`src/fcr_consts.vh`:
```
// Constants of the frequency and current reach detector
`ifndef FCR_CONSTS_VH
`define FCR_CONSTS_VH

// Register word offsets (byte addresses)
`define FCR_OFS_FREQ_CENTER_1 8'h00
`define FCR_OFS_FREQ_HALF_1 8'h04
`define FCR_OFS_FREQ_MODE 8'h08
`define FCR_OFS_FREQ_CENTER_2 8'h0C
`define FCR_OFS_FREQ_HALF_2 8'h10
`define FCR_OFS_ZC_LEVEL 8'h14
`define FCR_OFS_ZC_DELAY 8'h18
`define FCR_OFS_OC_THRESH 8'h1C
`define FCR_OFS_OC_DELAY 8'h20
`define FCR_OFS_CW_LEVEL_1 8'h24
`define FCR_OFS_CW_WIDTH_1 8'h28
`define FCR_OFS_CW_LEVEL_2 8'h2C
`define FCR_OFS_CW_WIDTH_2 8'h30
`define FCR_OFS_RATED_CUR 8'h34
`define FCR_OFS_MAX_FREQ 8'h38
`define FCR_OFS_IND 8'h3C
`define FCR_OFS_IRQ_STAT 8'h40
`define FCR_OFS_IRQ_CLR 8'h44
`define FCR_OFS_IRQ_EN 8'h48

// Mode register field positions
`define FCR_MODE_1_BIT 0
`define FCR_MODE_2_BIT 1

// Indication and event bit positions
`define FCR_IND_REACH_1 0
`define FCR_IND_REACH_2 1
`define FCR_IND_ZERO 2
`define FCR_IND_OVER 3
`define FCR_IND_WIN_1 4
`define FCR_IND_WIN_2 5
`define FCR_IND_W 6

// Reset values (frequency 0.01 Hz, current 0.1 %, time 0.01 s)
`define FCR_RST_FREQ_CENTER 16'h1388
`define FCR_RST_FREQ_HALF 16'h00FA
`define FCR_RST_MODE_1 1'h0
`define FCR_RST_MODE_2 1'h1
`define FCR_RST_ZC_LEVEL 12'h032
`define FCR_RST_ZC_DELAY 16'h000A
`define FCR_RST_OC_THRESH 12'h7D0
`define FCR_RST_OC_DELAY 16'h0000
`define FCR_RST_CW_LEVEL 12'h3E8
`define FCR_RST_CW_WIDTH 12'h000
`define FCR_RST_RATED_CUR 16'h03E8
`define FCR_RST_MAX_FREQ 16'h2710

// Setting limits
`define FCR_PCT_MAX 12'hBB8
`define FCR_DELAY_MAX 16'hEA60
`define FCR_PCT_SCALE 29'h00003E8

// Timing: one delay unit is 10 ms
`define FCR_CLK_NS 10
`define FCR_TICK_NS 10000000

`endif

```
`src/fcr_detector.v`:
```
// Frequency reach and output current detector with register port
//
// Added by the designer: the address map and the address-and-strobe port.
`timescale 1ns/10ps
`include "fcr_consts.vh"
module fcr_detector #(
    parameter TICK_CYCLES = `FCR_TICK_NS / `FCR_CLK_NS
) (
    // Clock and reset
    input wire mclk_i,
    input wire sys_rst_i,
    // Register port
    input wire [7:0] reg_addr_i,
    input wire [15:0] reg_wdata_i,
    input wire reg_wr_i,
    input wire reg_rd_i,
    output wire [15:0] reg_rdata_o,
    // Drive measurements
    input wire [15:0] run_freq_i,
    input wire [15:0] out_current_i,
    input wire accel_i,
    input wire decel_i,
    // Output terminal indications
    output wire freq_reach_1_o,
    output wire freq_reach_2_o,
    output wire relay_output_terminal_o,
    output wire zero_current_o,
    output wire overcurrent_o,
    output wire cur_window_1_o,
    output wire cur_window_2_o,
    // Interrupt
    output wire irq_o
);
    // Settings
    reg [15:0] freq_reach_center_1_q;
    reg [15:0] freq_reach_halfwidth_1_q;
    reg freq_reach_mode_1_q;
    reg [15:0] freq_reach_center_2_q;
    reg [15:0] freq_reach_halfwidth_2_q;
    reg freq_reach_mode_2_q;
    reg [11:0] zero_current_level_q;
    reg [15:0] zero_current_delay_q;
    reg [11:0] overcurrent_threshold_q;
    reg [15:0] overcurrent_delay_q;
    reg [11:0] current_window_level_q [0:1];
    reg [11:0] current_window_width_q [0:1];
    reg [15:0] rated_motor_current_q;
    reg [15:0] maximum_frequency_limit_q;

    // Indications and interrupt state
    reg [`FCR_IND_W-1:0] ind_q;
    reg [`FCR_IND_W-1:0] ind_d;
    reg [`FCR_IND_W-1:0] irq_stat_q;
    reg [`FCR_IND_W-1:0] irq_stat_d;
    reg [`FCR_IND_W-1:0] irq_en_q;
    reg [15:0] rdata_q;
    reg [15:0] rdata_d;

    // Delay time base
    reg [19:0] tick_cnt_q;
    reg tick_q;

    wire ramping;
    wire [28:0] cur_scaled;
    wire zc_cond;
    wire oc_cond;
    wire zc_qual;
    wire oc_qual;
    wire [1:0] freq_hit;
    wire [1:0] win_hit;
    wire [1:0] mode_blank;
    wire clr_wr;

    // Clamp a percentage setting to its top of range
    function [11:0] clamp_pct;
        input [15:0] v;
        begin
            if (v > {4'h0, `FCR_PCT_MAX}) begin
                clamp_pct = `FCR_PCT_MAX;
            end else begin
                clamp_pct = v[11:0];
            end
        end
    endfunction

    // Clamp a 0.01 s delay setting to its top of range
    function [15:0] clamp_delay;
        input [15:0] v;
        begin
            if (v > `FCR_DELAY_MAX) begin
                clamp_delay = `FCR_DELAY_MAX;
            end else begin
                clamp_delay = v;
            end
        end
    endfunction

    // Clamp a value to an upper bound
    function [15:0] clamp_to;
        input [15:0] v;
        input [15:0] lim;
        begin
            if (v > lim) begin
                clamp_to = lim;
            end else begin
                clamp_to = v;
            end
        end
    endfunction

    // Percentage of rated current, kept in 0.1 % x current units
    function [28:0] scale_pct;
        input [12:0] pct;
        input [15:0] rated;
        begin
            scale_pct = {16'h0000, pct} * {13'h0000, rated};
        end
    endfunction

    // Frequency inside centre +/- half-width, inclusive bounds
    function freq_in_window;
        input [15:0] f;
        input [15:0] centre;
        input [15:0] half;
        reg [16:0] lo;
        reg [16:0] hi;
        begin
            lo = (centre > half) ? {1'b0, centre - half} : 17'h00000;
            hi = {1'b0, centre} + {1'b0, half};
            freq_in_window = ({1'b0, f} >= lo) && ({1'b0, f} <= hi);
        end
    endfunction

    // Scaled current inside (level +/- width) x rated current
    function cur_in_window;
        input [28:0] cur;
        input [11:0] level;
        input [11:0] width;
        input [15:0] rated;
        reg [12:0] lo_pct;
        reg [12:0] hi_pct;
        begin
            lo_pct = (level > width) ? {1'b0, level - width} : 13'h0000;
            hi_pct = {1'b0, level} + {1'b0, width};
            cur_in_window = (cur >= scale_pct(lo_pct, rated)) &&
                (cur <= scale_pct(hi_pct, rated));
        end
    endfunction

    assign ramping = accel_i | decel_i;
    // Measured current in the same scale as percentage x rated current
    assign cur_scaled = {13'h0000, out_current_i} * `FCR_PCT_SCALE;

    // Frequency channels
    assign mode_blank[0] = freq_reach_mode_1_q & ramping;
    assign mode_blank[1] = freq_reach_mode_2_q & ramping;
    assign freq_hit[0] = freq_in_window(run_freq_i, freq_reach_center_1_q,
        freq_reach_halfwidth_1_q) & ~mode_blank[0];
    assign freq_hit[1] = freq_in_window(run_freq_i, freq_reach_center_2_q,
        freq_reach_halfwidth_2_q) & ~mode_blank[1];

    // Current windows, one per group
    genvar gi;
    generate
        for (gi = 0; gi < 2; gi = gi + 1) begin : g_win
            assign win_hit[gi] = cur_in_window(cur_scaled,
                current_window_level_q[gi], current_window_width_q[gi],
                rated_motor_current_q);
        end
    endgenerate

    // Zero and overcurrent conditions before their delays
    assign zc_cond = cur_scaled <=
        scale_pct({1'b0, zero_current_level_q}, rated_motor_current_q);
    assign oc_cond = (overcurrent_threshold_q != 12'h000) && (cur_scaled >
        scale_pct({1'b0, overcurrent_threshold_q}, rated_motor_current_q));

    fcr_delay_qual u_zc_qual (
        .mclk_i(mclk_i),
        .sys_rst_i(sys_rst_i),
        .tick_i(tick_q),
        .delay_i(zero_current_delay_q),
        .cond_i(zc_cond),
        .qual_o(zc_qual)
    );

    fcr_delay_qual u_oc_qual (
        .mclk_i(mclk_i),
        .sys_rst_i(sys_rst_i),
        .tick_i(tick_q),
        .delay_i(overcurrent_delay_q),
        .cond_i(oc_cond),
        .qual_o(oc_qual)
    );

    // 10 ms time base for both delays
    always @(posedge mclk_i) begin
        if (sys_rst_i) begin
            tick_cnt_q <= 20'h00000;
            tick_q <= 1'b0;
        end else if (tick_cnt_q >= TICK_CYCLES[19:0] - 20'h00001) begin
            tick_cnt_q <= 20'h00000;
            tick_q <= 1'b1;
        end else begin
            tick_cnt_q <= tick_cnt_q + 20'h00001;
            tick_q <= 1'b0;
        end
    end

    // Indication vector and interrupt status
    assign clr_wr = reg_wr_i && (reg_addr_i == `FCR_OFS_IRQ_CLR);

    always @* begin
        ind_d = {`FCR_IND_W{1'b0}};
        ind_d[`FCR_IND_REACH_1] = freq_hit[0];
        ind_d[`FCR_IND_REACH_2] = freq_hit[1];
        ind_d[`FCR_IND_ZERO] = zc_qual;
        ind_d[`FCR_IND_OVER] = oc_qual;
        ind_d[`FCR_IND_WIN_1] = win_hit[0];
        ind_d[`FCR_IND_WIN_2] = win_hit[1];
        irq_stat_d = irq_stat_q;
        if (clr_wr) begin
            irq_stat_d = irq_stat_q & ~reg_wdata_i[`FCR_IND_W-1:0];
        end
        // Rising edge sets after the clear so a simultaneous event survives
        irq_stat_d = irq_stat_d | (ind_d & ~ind_q);
    end

    // Register writes, with ranges enforced on the way in
    always @(posedge mclk_i) begin
        if (sys_rst_i) begin
            freq_reach_center_1_q <= `FCR_RST_FREQ_CENTER;
            freq_reach_halfwidth_1_q <= `FCR_RST_FREQ_HALF;
            freq_reach_mode_1_q <= `FCR_RST_MODE_1;
            freq_reach_center_2_q <= `FCR_RST_FREQ_CENTER;
            freq_reach_halfwidth_2_q <= `FCR_RST_FREQ_HALF;
            freq_reach_mode_2_q <= `FCR_RST_MODE_2;
            zero_current_level_q <= `FCR_RST_ZC_LEVEL;
            zero_current_delay_q <= `FCR_RST_ZC_DELAY;
            overcurrent_threshold_q <= `FCR_RST_OC_THRESH;
            overcurrent_delay_q <= `FCR_RST_OC_DELAY;
            current_window_level_q[0] <= `FCR_RST_CW_LEVEL;
            current_window_width_q[0] <= `FCR_RST_CW_WIDTH;
            current_window_level_q[1] <= `FCR_RST_CW_LEVEL;
            current_window_width_q[1] <= `FCR_RST_CW_WIDTH;
            rated_motor_current_q <= `FCR_RST_RATED_CUR;
            maximum_frequency_limit_q <= `FCR_RST_MAX_FREQ;
            irq_en_q <= {`FCR_IND_W{1'b0}};
        end else if (reg_wr_i) begin
            case (reg_addr_i)
                `FCR_OFS_FREQ_CENTER_1: begin
                    freq_reach_center_1_q <= clamp_to(reg_wdata_i,
                        maximum_frequency_limit_q);
                end
                `FCR_OFS_FREQ_HALF_1: begin
                    freq_reach_halfwidth_1_q <= clamp_to(reg_wdata_i,
                        freq_reach_center_1_q);
                end
                `FCR_OFS_FREQ_MODE: begin
                    freq_reach_mode_1_q <= reg_wdata_i[`FCR_MODE_1_BIT];
                    freq_reach_mode_2_q <= reg_wdata_i[`FCR_MODE_2_BIT];
                end
                `FCR_OFS_FREQ_CENTER_2: begin
                    freq_reach_center_2_q <= clamp_to(reg_wdata_i,
                        maximum_frequency_limit_q);
                end
                `FCR_OFS_FREQ_HALF_2: begin
                    // Bounded by channel one's half-width, as the drive does
                    freq_reach_halfwidth_2_q <= clamp_to(reg_wdata_i,
                        freq_reach_halfwidth_1_q);
                end
                `FCR_OFS_ZC_LEVEL: begin
                    zero_current_level_q <= clamp_pct(reg_wdata_i);
                end
                `FCR_OFS_ZC_DELAY: begin
                    zero_current_delay_q <= clamp_delay(reg_wdata_i);
                end
                `FCR_OFS_OC_THRESH: begin
                    overcurrent_threshold_q <= clamp_pct(reg_wdata_i);
                end
                `FCR_OFS_OC_DELAY: begin
                    overcurrent_delay_q <= clamp_delay(reg_wdata_i);
                end
                `FCR_OFS_CW_LEVEL_1: begin
                    current_window_level_q[0] <= clamp_pct(reg_wdata_i);
                end
                `FCR_OFS_CW_WIDTH_1: begin
                    current_window_width_q[0] <= clamp_pct(reg_wdata_i);
                end
                `FCR_OFS_CW_LEVEL_2: begin
                    current_window_level_q[1] <= clamp_pct(reg_wdata_i);
                end
                `FCR_OFS_CW_WIDTH_2: begin
                    current_window_width_q[1] <= clamp_pct(reg_wdata_i);
                end
                `FCR_OFS_RATED_CUR: begin
                    rated_motor_current_q <= reg_wdata_i;
                end
                `FCR_OFS_MAX_FREQ: begin
                    // Existing centres are not re-clamped; software orders writes
                    maximum_frequency_limit_q <= reg_wdata_i;
                end
                `FCR_OFS_IRQ_EN: begin
                    irq_en_q <= reg_wdata_i[`FCR_IND_W-1:0];
                end
                default: begin
                    irq_en_q <= irq_en_q;
                end
            endcase
        end
    end

    // Read mux; unmapped and write-only addresses read zero
    always @* begin
        rdata_d = 16'h0000;
        if (reg_rd_i) begin
            case (reg_addr_i)
                `FCR_OFS_FREQ_CENTER_1: rdata_d = freq_reach_center_1_q;
                `FCR_OFS_FREQ_HALF_1: rdata_d = freq_reach_halfwidth_1_q;
                `FCR_OFS_FREQ_MODE: begin
                    rdata_d[`FCR_MODE_1_BIT] = freq_reach_mode_1_q;
                    rdata_d[`FCR_MODE_2_BIT] = freq_reach_mode_2_q;
                end
                `FCR_OFS_FREQ_CENTER_2: rdata_d = freq_reach_center_2_q;
                `FCR_OFS_FREQ_HALF_2: rdata_d = freq_reach_halfwidth_2_q;
                `FCR_OFS_ZC_LEVEL: rdata_d = {4'h0, zero_current_level_q};
                `FCR_OFS_ZC_DELAY: rdata_d = zero_current_delay_q;
                `FCR_OFS_OC_THRESH: rdata_d = {4'h0, overcurrent_threshold_q};
                `FCR_OFS_OC_DELAY: rdata_d = overcurrent_delay_q;
                `FCR_OFS_CW_LEVEL_1: rdata_d = {4'h0, current_window_level_q[0]};
                `FCR_OFS_CW_WIDTH_1: rdata_d = {4'h0, current_window_width_q[0]};
                `FCR_OFS_CW_LEVEL_2: rdata_d = {4'h0, current_window_level_q[1]};
                `FCR_OFS_CW_WIDTH_2: rdata_d = {4'h0, current_window_width_q[1]};
                `FCR_OFS_RATED_CUR: rdata_d = rated_motor_current_q;
                `FCR_OFS_MAX_FREQ: rdata_d = maximum_frequency_limit_q;
                `FCR_OFS_IND: rdata_d = {10'h000, ind_q};
                `FCR_OFS_IRQ_STAT: rdata_d = {10'h000, irq_stat_q};
                `FCR_OFS_IRQ_EN: rdata_d = {10'h000, irq_en_q};
                default: rdata_d = 16'h0000;
            endcase
        end
    end

    // Indications, status and read data registers
    always @(posedge mclk_i) begin
        if (sys_rst_i) begin
            ind_q <= {`FCR_IND_W{1'b0}};
            irq_stat_q <= {`FCR_IND_W{1'b0}};
            rdata_q <= 16'h0000;
        end else begin
            ind_q <= ind_d;
            irq_stat_q <= irq_stat_d;
            rdata_q <= rdata_d;
        end
    end

    assign reg_rdata_o = rdata_q;
    assign freq_reach_1_o = ind_q[`FCR_IND_REACH_1];
    assign freq_reach_2_o = ind_q[`FCR_IND_REACH_2];
    assign relay_output_terminal_o = ind_q[`FCR_IND_REACH_1];
    assign zero_current_o = ind_q[`FCR_IND_ZERO];
    assign overcurrent_o = ind_q[`FCR_IND_OVER];
    assign cur_window_1_o = ind_q[`FCR_IND_WIN_1];
    assign cur_window_2_o = ind_q[`FCR_IND_WIN_2];
    assign irq_o = |(irq_stat_q & irq_en_q);
endmodule

```
`src/fcr_delay_qual.v`:
```
// Delay qualifier: a condition must hold for a set time before it shows
`timescale 1ns/10ps
module fcr_delay_qual (
    // Clock and reset
    input wire mclk_i,
    input wire sys_rst_i,
    // Timing
    input wire tick_i,
    input wire [15:0] delay_i,
    // Condition in, qualified indication out
    input wire cond_i,
    output wire qual_o
);
    reg [15:0] cnt_q;
    reg [15:0] cnt_d;
    reg qual_q;
    reg qual_d;

    always @* begin
        cnt_d = cnt_q;
        qual_d = 1'b0;
        if (!cond_i) begin
            // Drop and restart at once when the condition lapses
            cnt_d = 16'h0000;
        end else begin
            if (tick_i && (cnt_q != 16'hFFFF)) begin
                cnt_d = cnt_q + 16'h0001;
            end
            // Zero delay qualifies on the first cycle of the condition
            qual_d = (cnt_q >= delay_i);
        end
    end

    always @(posedge mclk_i) begin
        if (sys_rst_i) begin
            cnt_q <= 16'h0000;
            qual_q <= 1'b0;
        end else begin
            cnt_q <= cnt_d;
            qual_q <= qual_d;
        end
    end

    assign qual_o = qual_q;
endmodule

```
`config.mk`:
```
export PLATFORM = sky130hd
export DESIGN_NAME = fcr_detector
export DESIGN_NICKNAME = d
export VERILOG_FILES = /design/src/fcr_detector.v /design/src/fcr_delay_qual.v
export VERILOG_INCLUDE_DIRS = /design/src
export SDC_FILE = /design/constraint.sdc
export NUM_CORES = 2
export LEC_CHECK = 0
export BUFFER_PORTS_ARGS = -buffer_cell sky130_fd_sc_hd__buf_2
export CORE_MARGIN = 3
export CORE_UTILIZATION = 40
export CTS_BUF_LIST = sky130_fd_sc_hd__clkbuf_8
export CTS_CLUSTER_DIAMETER = 200
export CTS_CLUSTER_SIZE = 28
export DETAILED_ROUTE_END_ITERATION = 7
export GPL_TIMING_DRIVEN = 0
export PLACE_DENSITY = 0.52
export SLEW_MARGIN = 20
export SYNTH_ARGS = -nofsm -noshare
export SYNTH_HDL_FRONTEND = slang
export SYNTH_SLANG_ARGS = --single-unit
```
`constraint.sdc`:
```
create_clock -name mclk_i -period 13.2 [get_ports mclk_i]
set_clock_uncertainty 0.05 [all_clocks]
set_input_delay 0.66 -clock mclk_i [delete_from_list [all_inputs] [get_ports mclk_i]]
set_output_delay 0.66 -clock mclk_i [all_outputs]
set_load 0.01 [all_outputs]
```
# After elaboration in Yosys (flattened, before gate mapping)
# Memory sizes are Yosys's and may differ from the RTL's.
# Index checks and enable logic that the tools add are counted.
op_classes:
  add_sub_neg: 11
  n_mul: 7
  order_cmp: 22
  n_eq_ne: 20
  muxes: 47
  bitwise_logic: 20
  reduce_logical: 27
op_table:
  columns: ["op", "n"]
  rows:
  - ["$pmux W14 S17", 1]
  - ["$mux W12", 19]
  - ["$mul A12 B16 Y28", 4]
  - ["$mux W16", 6]
  - ["$gt A16 B16 Y1", 5]
  - ["$eq A8 B6 Y1 const B", 8]
  - ["$ge A16 B16 Y1", 4]
  - ["$le A26 B29 Y1", 2]
  - ["$mul A13 B16 Y29", 2]
  - ["$ge A26 B28 Y1", 2]
  - ["$pmux W2 S18", 1]
  - ["$add A16 B16 Y17", 2]
  - ["$le A16 B17 Y1", 2]
  - ["$add A16 B1 Y16 const B", 2]
  - ["$eq A8 B5 Y1 const B", 4]
  - ["$ne A16 B16 Y1 const B", 2]
  - ["$sub A16 B16 Y16", 2]
  - ["$gt A26 B28 Y1", 1]
  - ["$le A26 B28 Y1", 1]
  - ["$add A12 B12 Y13", 2]
  - ["$eq A8 B7 Y1 const B", 3]
  - ["$gt A12 B12 Y1", 2]
  - ["$reduce_and A2 Y1", 12]
  - ["$sub A12 B12 Y12", 2]
  - ["other kinds (20)", 63]
word_totals:
  register_bits: 243
  ram_bits: 48
  inputBits: 62
  out_inout_bits: 24
  wordCells: 178
  memories: 2
mem_list:
  columns: ["memory", "words", "width", "rd", "rd_ports_with_merged_regs", "write_ports", "line_no", "text"]
  rows:
  - ["current_window_level_q", 2, 12, 2, 0, 2, "fcr_detector.v:45", "reg [11:0] current_window_level_q [0:1];"]
  - ["current_window_width_q", 2, 12, 2, 0, 2, "fcr_detector.v:46", "reg [11:0] current_window_width_q [0:1];"]

# Depth between registers and ports, before layout
# An unclocked memory read counts as a cell.
depth:
  ltp_word: 8
  depth_mapped: 45
  depth_no_buf: 44

# Modules after synthesis
# From an unflattened synthesis, not the netlist that was laid out.
hier_totals:
  cells_unflattened: 7537
  area_unflattened_um2: 63806.2
by_module_without_submodules:
  columns: ["module", "n_inst", "cells_per_inst", "area_each_um2", "seq_area_each_um2"]
  rows:
  - ["fcr_detector", 1, 7225, 61278.8, 5625.4]
  - ["fcr_delay_qual", 2, 156, 1263.7, 340.3]

# Worst setup path before layout
# Ideal clock, no wire load.
synth_path:
  path_type: "register to register"
  from: "mem current_window_width_q[0][0]"
  to: "reg irq_stat_q[4]"
  arrival_ns: 8.499
  required_time_ns: 13.027
  slack_ns: 4.528
  path_stages_with_launch: 42
  period_less_slack_ns: 8.672
  path_cell_list: "edfxtp_1 ha_1 inv_1 fa_1 o21bai_1 a21oi_1 o21bai_1 a21oi_1 o21bai_1 a21oi_1 o21bai_1 a21oi_1 xor2_1 buf_2 nand2_1 fa_1 fa_1 inv_1 (+6 left out) nand2_1 o21ai_0 nand3_1 o311ai_1 a311oi_2 o21bai_1 nand2_1 o31ai_1 a31oi_1 xor2_1 ha_1 nand3_1 or3_1 o221ai_1 o311ai_0 or4_1 o211ai_2 o31ai_1"
synth_lines:
  columns: ["item", "line_no", "text"]
  rows:
  - ["start: declaration", "fcr_detector.v:46", null]
  - ["end signal: assignment", "fcr_detector.v:348", "irq_stat_q <= {`FCR_IND_W{1'b0}};"]
  - ["end signal: assignment", "fcr_detector.v:352", "irq_stat_q <= irq_stat_d;"]
  - ["end: declaration", "fcr_detector.v:53", "reg [`FCR_IND_W-1:0] irq_stat_q;"]

==> run metrics <==
outcome=complete, but fails checks; failing checks=design-rule violations; Post-synth ARST share=0; min-delay worst type=input port to flop; Reg power frac=0.069; hold slack final=0.376 ns; Clock Pin Slew Worst Setup and Hold Paths=0.19 ns; global-route wire length before repair=375 mm; Final Util=0.431; CTS tree=done; HPWL Detailed=210 mm; # DRC=4; full die area=164000 um^2; vias in the first global route=55700; hold path start=reg_wdata_i[0]; Worst R2R Setup Slack=1.25 ns; Placer Congestion=0.992; P&R area growth vs syn=6.20%; synthesized area per cell=8.44 um^2; Hold Path Depth=3; Post-synth EDFFs=48; Final Instance Area=67800 um^2; Gate Count Post-Synth=7561; Vert. Die Dim=405 um; Worst Setup Start Kind=flop; WL met3=20.7 mm; clock power share=0.031; CTS Buf Count=14; Global Route Usage Sum=0.312; setup TNS=0 ns; row count=145; CP dominant cell by count=fa_1; Hold Violations, Final=0; PwrDens=203 nW/um^2; Clock Tree Root=clkbuf_8; Most used DFF post-synth=dfxtp_1; CP max stage cell=nor4_1; Crit Path Max Fanout=10; initial antenna violation count=27; DR WL/cell=26.3 um; starting density of the core=0.406; f_max=83.7 MHz; CP Launch Point=current_window_width_q[0][0]$_DFFE_PP_; die width=405 um; Yosys reg bits=291; Max Slew Vio Count=0; max_cap viols=0; register area share after synthesis=0.0988; Iter 0 DRT Violations=4661; Post-CTS Repair Setup Buffers=0; CP max stage delay=0.78 ns; vias=55600; vias per cell=5.69; Met1 Wirelength=104 mm; Ys Warns=0; Worst Hold End=freq_reach_halfwidth_1_q[0]$_SDFFE_PP0P_; NumNets Final=9543; RSZ-0062 raised after global routing=no; total grt overflow=0; wire length on met2=114 mm; top layer reached by signal wires=met5; P_leak=33.3 nW; cell area after synthesis=63800 um^2; Comb pwr share=0.900; post-route ant nets=0; Sw Ratio=0.550; crit path DAT=12.44 ns; Reg2Reg Depth=39; Clk Latency, worst-skew pair=0.62 ns; fraction of layout cells with a size suffix above 1=0.0357; Total Wirelength=257 mm; Netlist cell types=85; I/O pin count=86; syn_nets=9414; Setup CP Type=flop to flop; CP Capture Type=flop; worst reg2reg path startpoint=current_window_width_q[0][0]$_DFFE_PP_; # setup viols final=0; CTS H-tree depth=1; cts hold-fix bufs=0; Psw=7.59 mW; worst slew pin tran=1.30 ns; Sinks on Clock Net=291; post_cts resized=0; Max VDD drop=0.000473 V; largest net degree at the start of global routing=30; DP Area=67500 um^2; period utilization=0.905; worst flop-to-flop path endpoint=irq_stat_q[4]$_SDFF_PP0_; CTS max path bufs=3; core area=157000 um^2; IO buf count=85; post-route minimum period=11.95 ns; detailed-router iteration count before antenna repair=8; Internal=6.20 mW; Slew HR=0.134; WP data required=13.69 ns
## critical path: cells and delay by family (launching register included)
| family | cells | cell delay, ns |
|---|---|---|
| DFF | 1 | 0.57 |
| adders and majority gates | 9 | 3.75 |
| xor gates and xnor gates | 1 | 0.12 |
| and+or+nand+nor | 9 | 2.63 |
| buffers and inverters | 4 | 0.57 |
| AOI/OAI and AO/OA | 16 | 4.19 |
## area by class of cell
cell class / instances / area, um^2
Clock buffer: 15 / 206
Tap cell: 2058 / 2570
Multi-Input combinational cell: 5639 / 51600
Fill cell: 16000 / 89500
Timing Repair Buffer: 113 / 796
Sequential cell: 291 / 6310
Clock inverter: 6 / 38.8
Antenna cell: 13 / 32.5
Buffer: 369 / 1470
Inverter: 1262 / 4740
## registers in the layout (all words and copies together), names as in the netlist, 12 cells and up
name	count
overcurrent_delay_q	16
u_oc_qual.cnt_q	16
maximum_frequency_limit_q	16
freq_reach_halfwidth_1_q	16
tick_cnt_q	20
zero_current_delay_q	16
current_window_level_q	24
freq_reach_halfwidth_2_q	16
freq_reach_center_2_q	16
freq_reach_center_1_q	16
u_zc_qual.cnt_q	16
current_window_width_q	24
zero_current_level_q	12
rated_motor_current_q	16
overcurrent_threshold_q	12
reg_rdata_o	16
## layer usage
metal	GRT usage	vias to the layer above
met5	0.00297	-
met2	0.494	2334
met3	0.0579	618
li1	-	24700
met1	0.398	27900
met4	0.180	12
## cell usage in the layout, fill, tap and decap left out, types with 109 or more instances in the layout
cell type | netlist | layout
inv_1 | 1262 | 1267
xnor2_1 | 167 | 144
a21o_1 | 137 | 137
nor2_1 | 331 | 330
o21ai_0 | 155 | 154
nor2b_1 | 109 | 109
nand3_1 | 115 | 115
clkbuf_1 | 327 | 288
and2_1 | 396 | 396
nand2_1 | 968 | 968
dfxtp_1 | 243 | 243
fa_1 | 930 | 930
ha_1 | 861 | 861
a21oi_1 | 367 | 366
## how the worst max path moves through the flow
stage                                     endpoint  slack (ns)  cells after the start
after floorplan           irq_stat_q[4]$_SDFF_PP0_        4.53                     41
after global placement    irq_stat_q[4]$_SDFF_PP0_        1.64                     39
after detailed placement  irq_stat_q[4]$_SDFF_PP0_        1.62                     39
after CTS                 irq_stat_q[4]$_SDFF_PP0_        1.56                     39
after global routing      irq_stat_q[4]$_SDFF_PP0_        0.71                     39
final                     irq_stat_q[4]$_SDFF_PP0_        1.25                     39
## cell families after synthesis
family | share of synthesized area
AND/OR/NAND/NOR | 0.182
adder cells (fa/ha/maj) | 0.460
buffers and inverters | 0.0965
AO/OA/AOI/OAI | 0.118
flip-flops | 0.0988
XOR/XNOR | 0.0365
multiplexers | 0.00696
## per-stage QoR
| stage | worst slack (ns) | cells | power, mW |
|---|---|---|---|
| CTS | 1.56 | 9753 | 13.9 |
| global placement | 1.64 | 9704 | 12.6 |
| floorplan | 4.53 | 7561 | 9.38 |
| global route | 0.712 | 9755 | 15.5 |
| detailed placement | 1.62 | 9732 | 13.4 |
| finish | 1.25 | 9766 | 13.8 |
## power groups by stage
| stage | clock (mW) | combinational (mW) | sequential [mW] |
|---|---|---|---|
| 2_1_floorplan | 0 | 8.43 | 0.950 |
| 3_3_place_gp | 0 | 11.6 | 0.972 |
| 3_5_place_dp | 0 | 12.4 | 0.972 |
| 4_1_cts | 0.437 | 12.5 | 0.953 |
| 5_1_grt | 0.457 | 14.1 | 0.955 |
| 6_report | 0.428 | 12.4 | 0.955 |
## cells in the mapped netlist (all sizes together) (45+ instances only)
| cell | instances | area [um^2] |
|---|---|---|
| inv | 1262 | 4740 |
| nand2 | 968 | 3630 |
| fa | 930 | 18600 |
| ha | 861 | 10800 |
| and2 | 396 | 2480 |
| a21oi | 368 | 1850 |
| nor2 | 331 | 1240 |
| clkbuf | 329 | 1240 |
| dfxtp | 243 | 4860 |
| o21ai | 186 | 935 |
| xnor2 | 167 | 1460 |
| a21o | 137 | 1030 |
| nand3 | 115 | 576 |
| nor2b | 109 | 682 |
| xor2 | 99 | 867 |
| nand2b | 92 | 576 |
| nor3 | 84 | 435 |
| nand4 | 79 | 494 |
| a221oi | 59 | 523 |
| a211oi | 57 | 433 |
| and3 | 54 | 338 |
| edfxtp | 48 | 1440 |
| o211ai | 48 | 365 |
| a22oi | 45 | 338 |
Note: power is estimated with default switching activity, not from simulation.
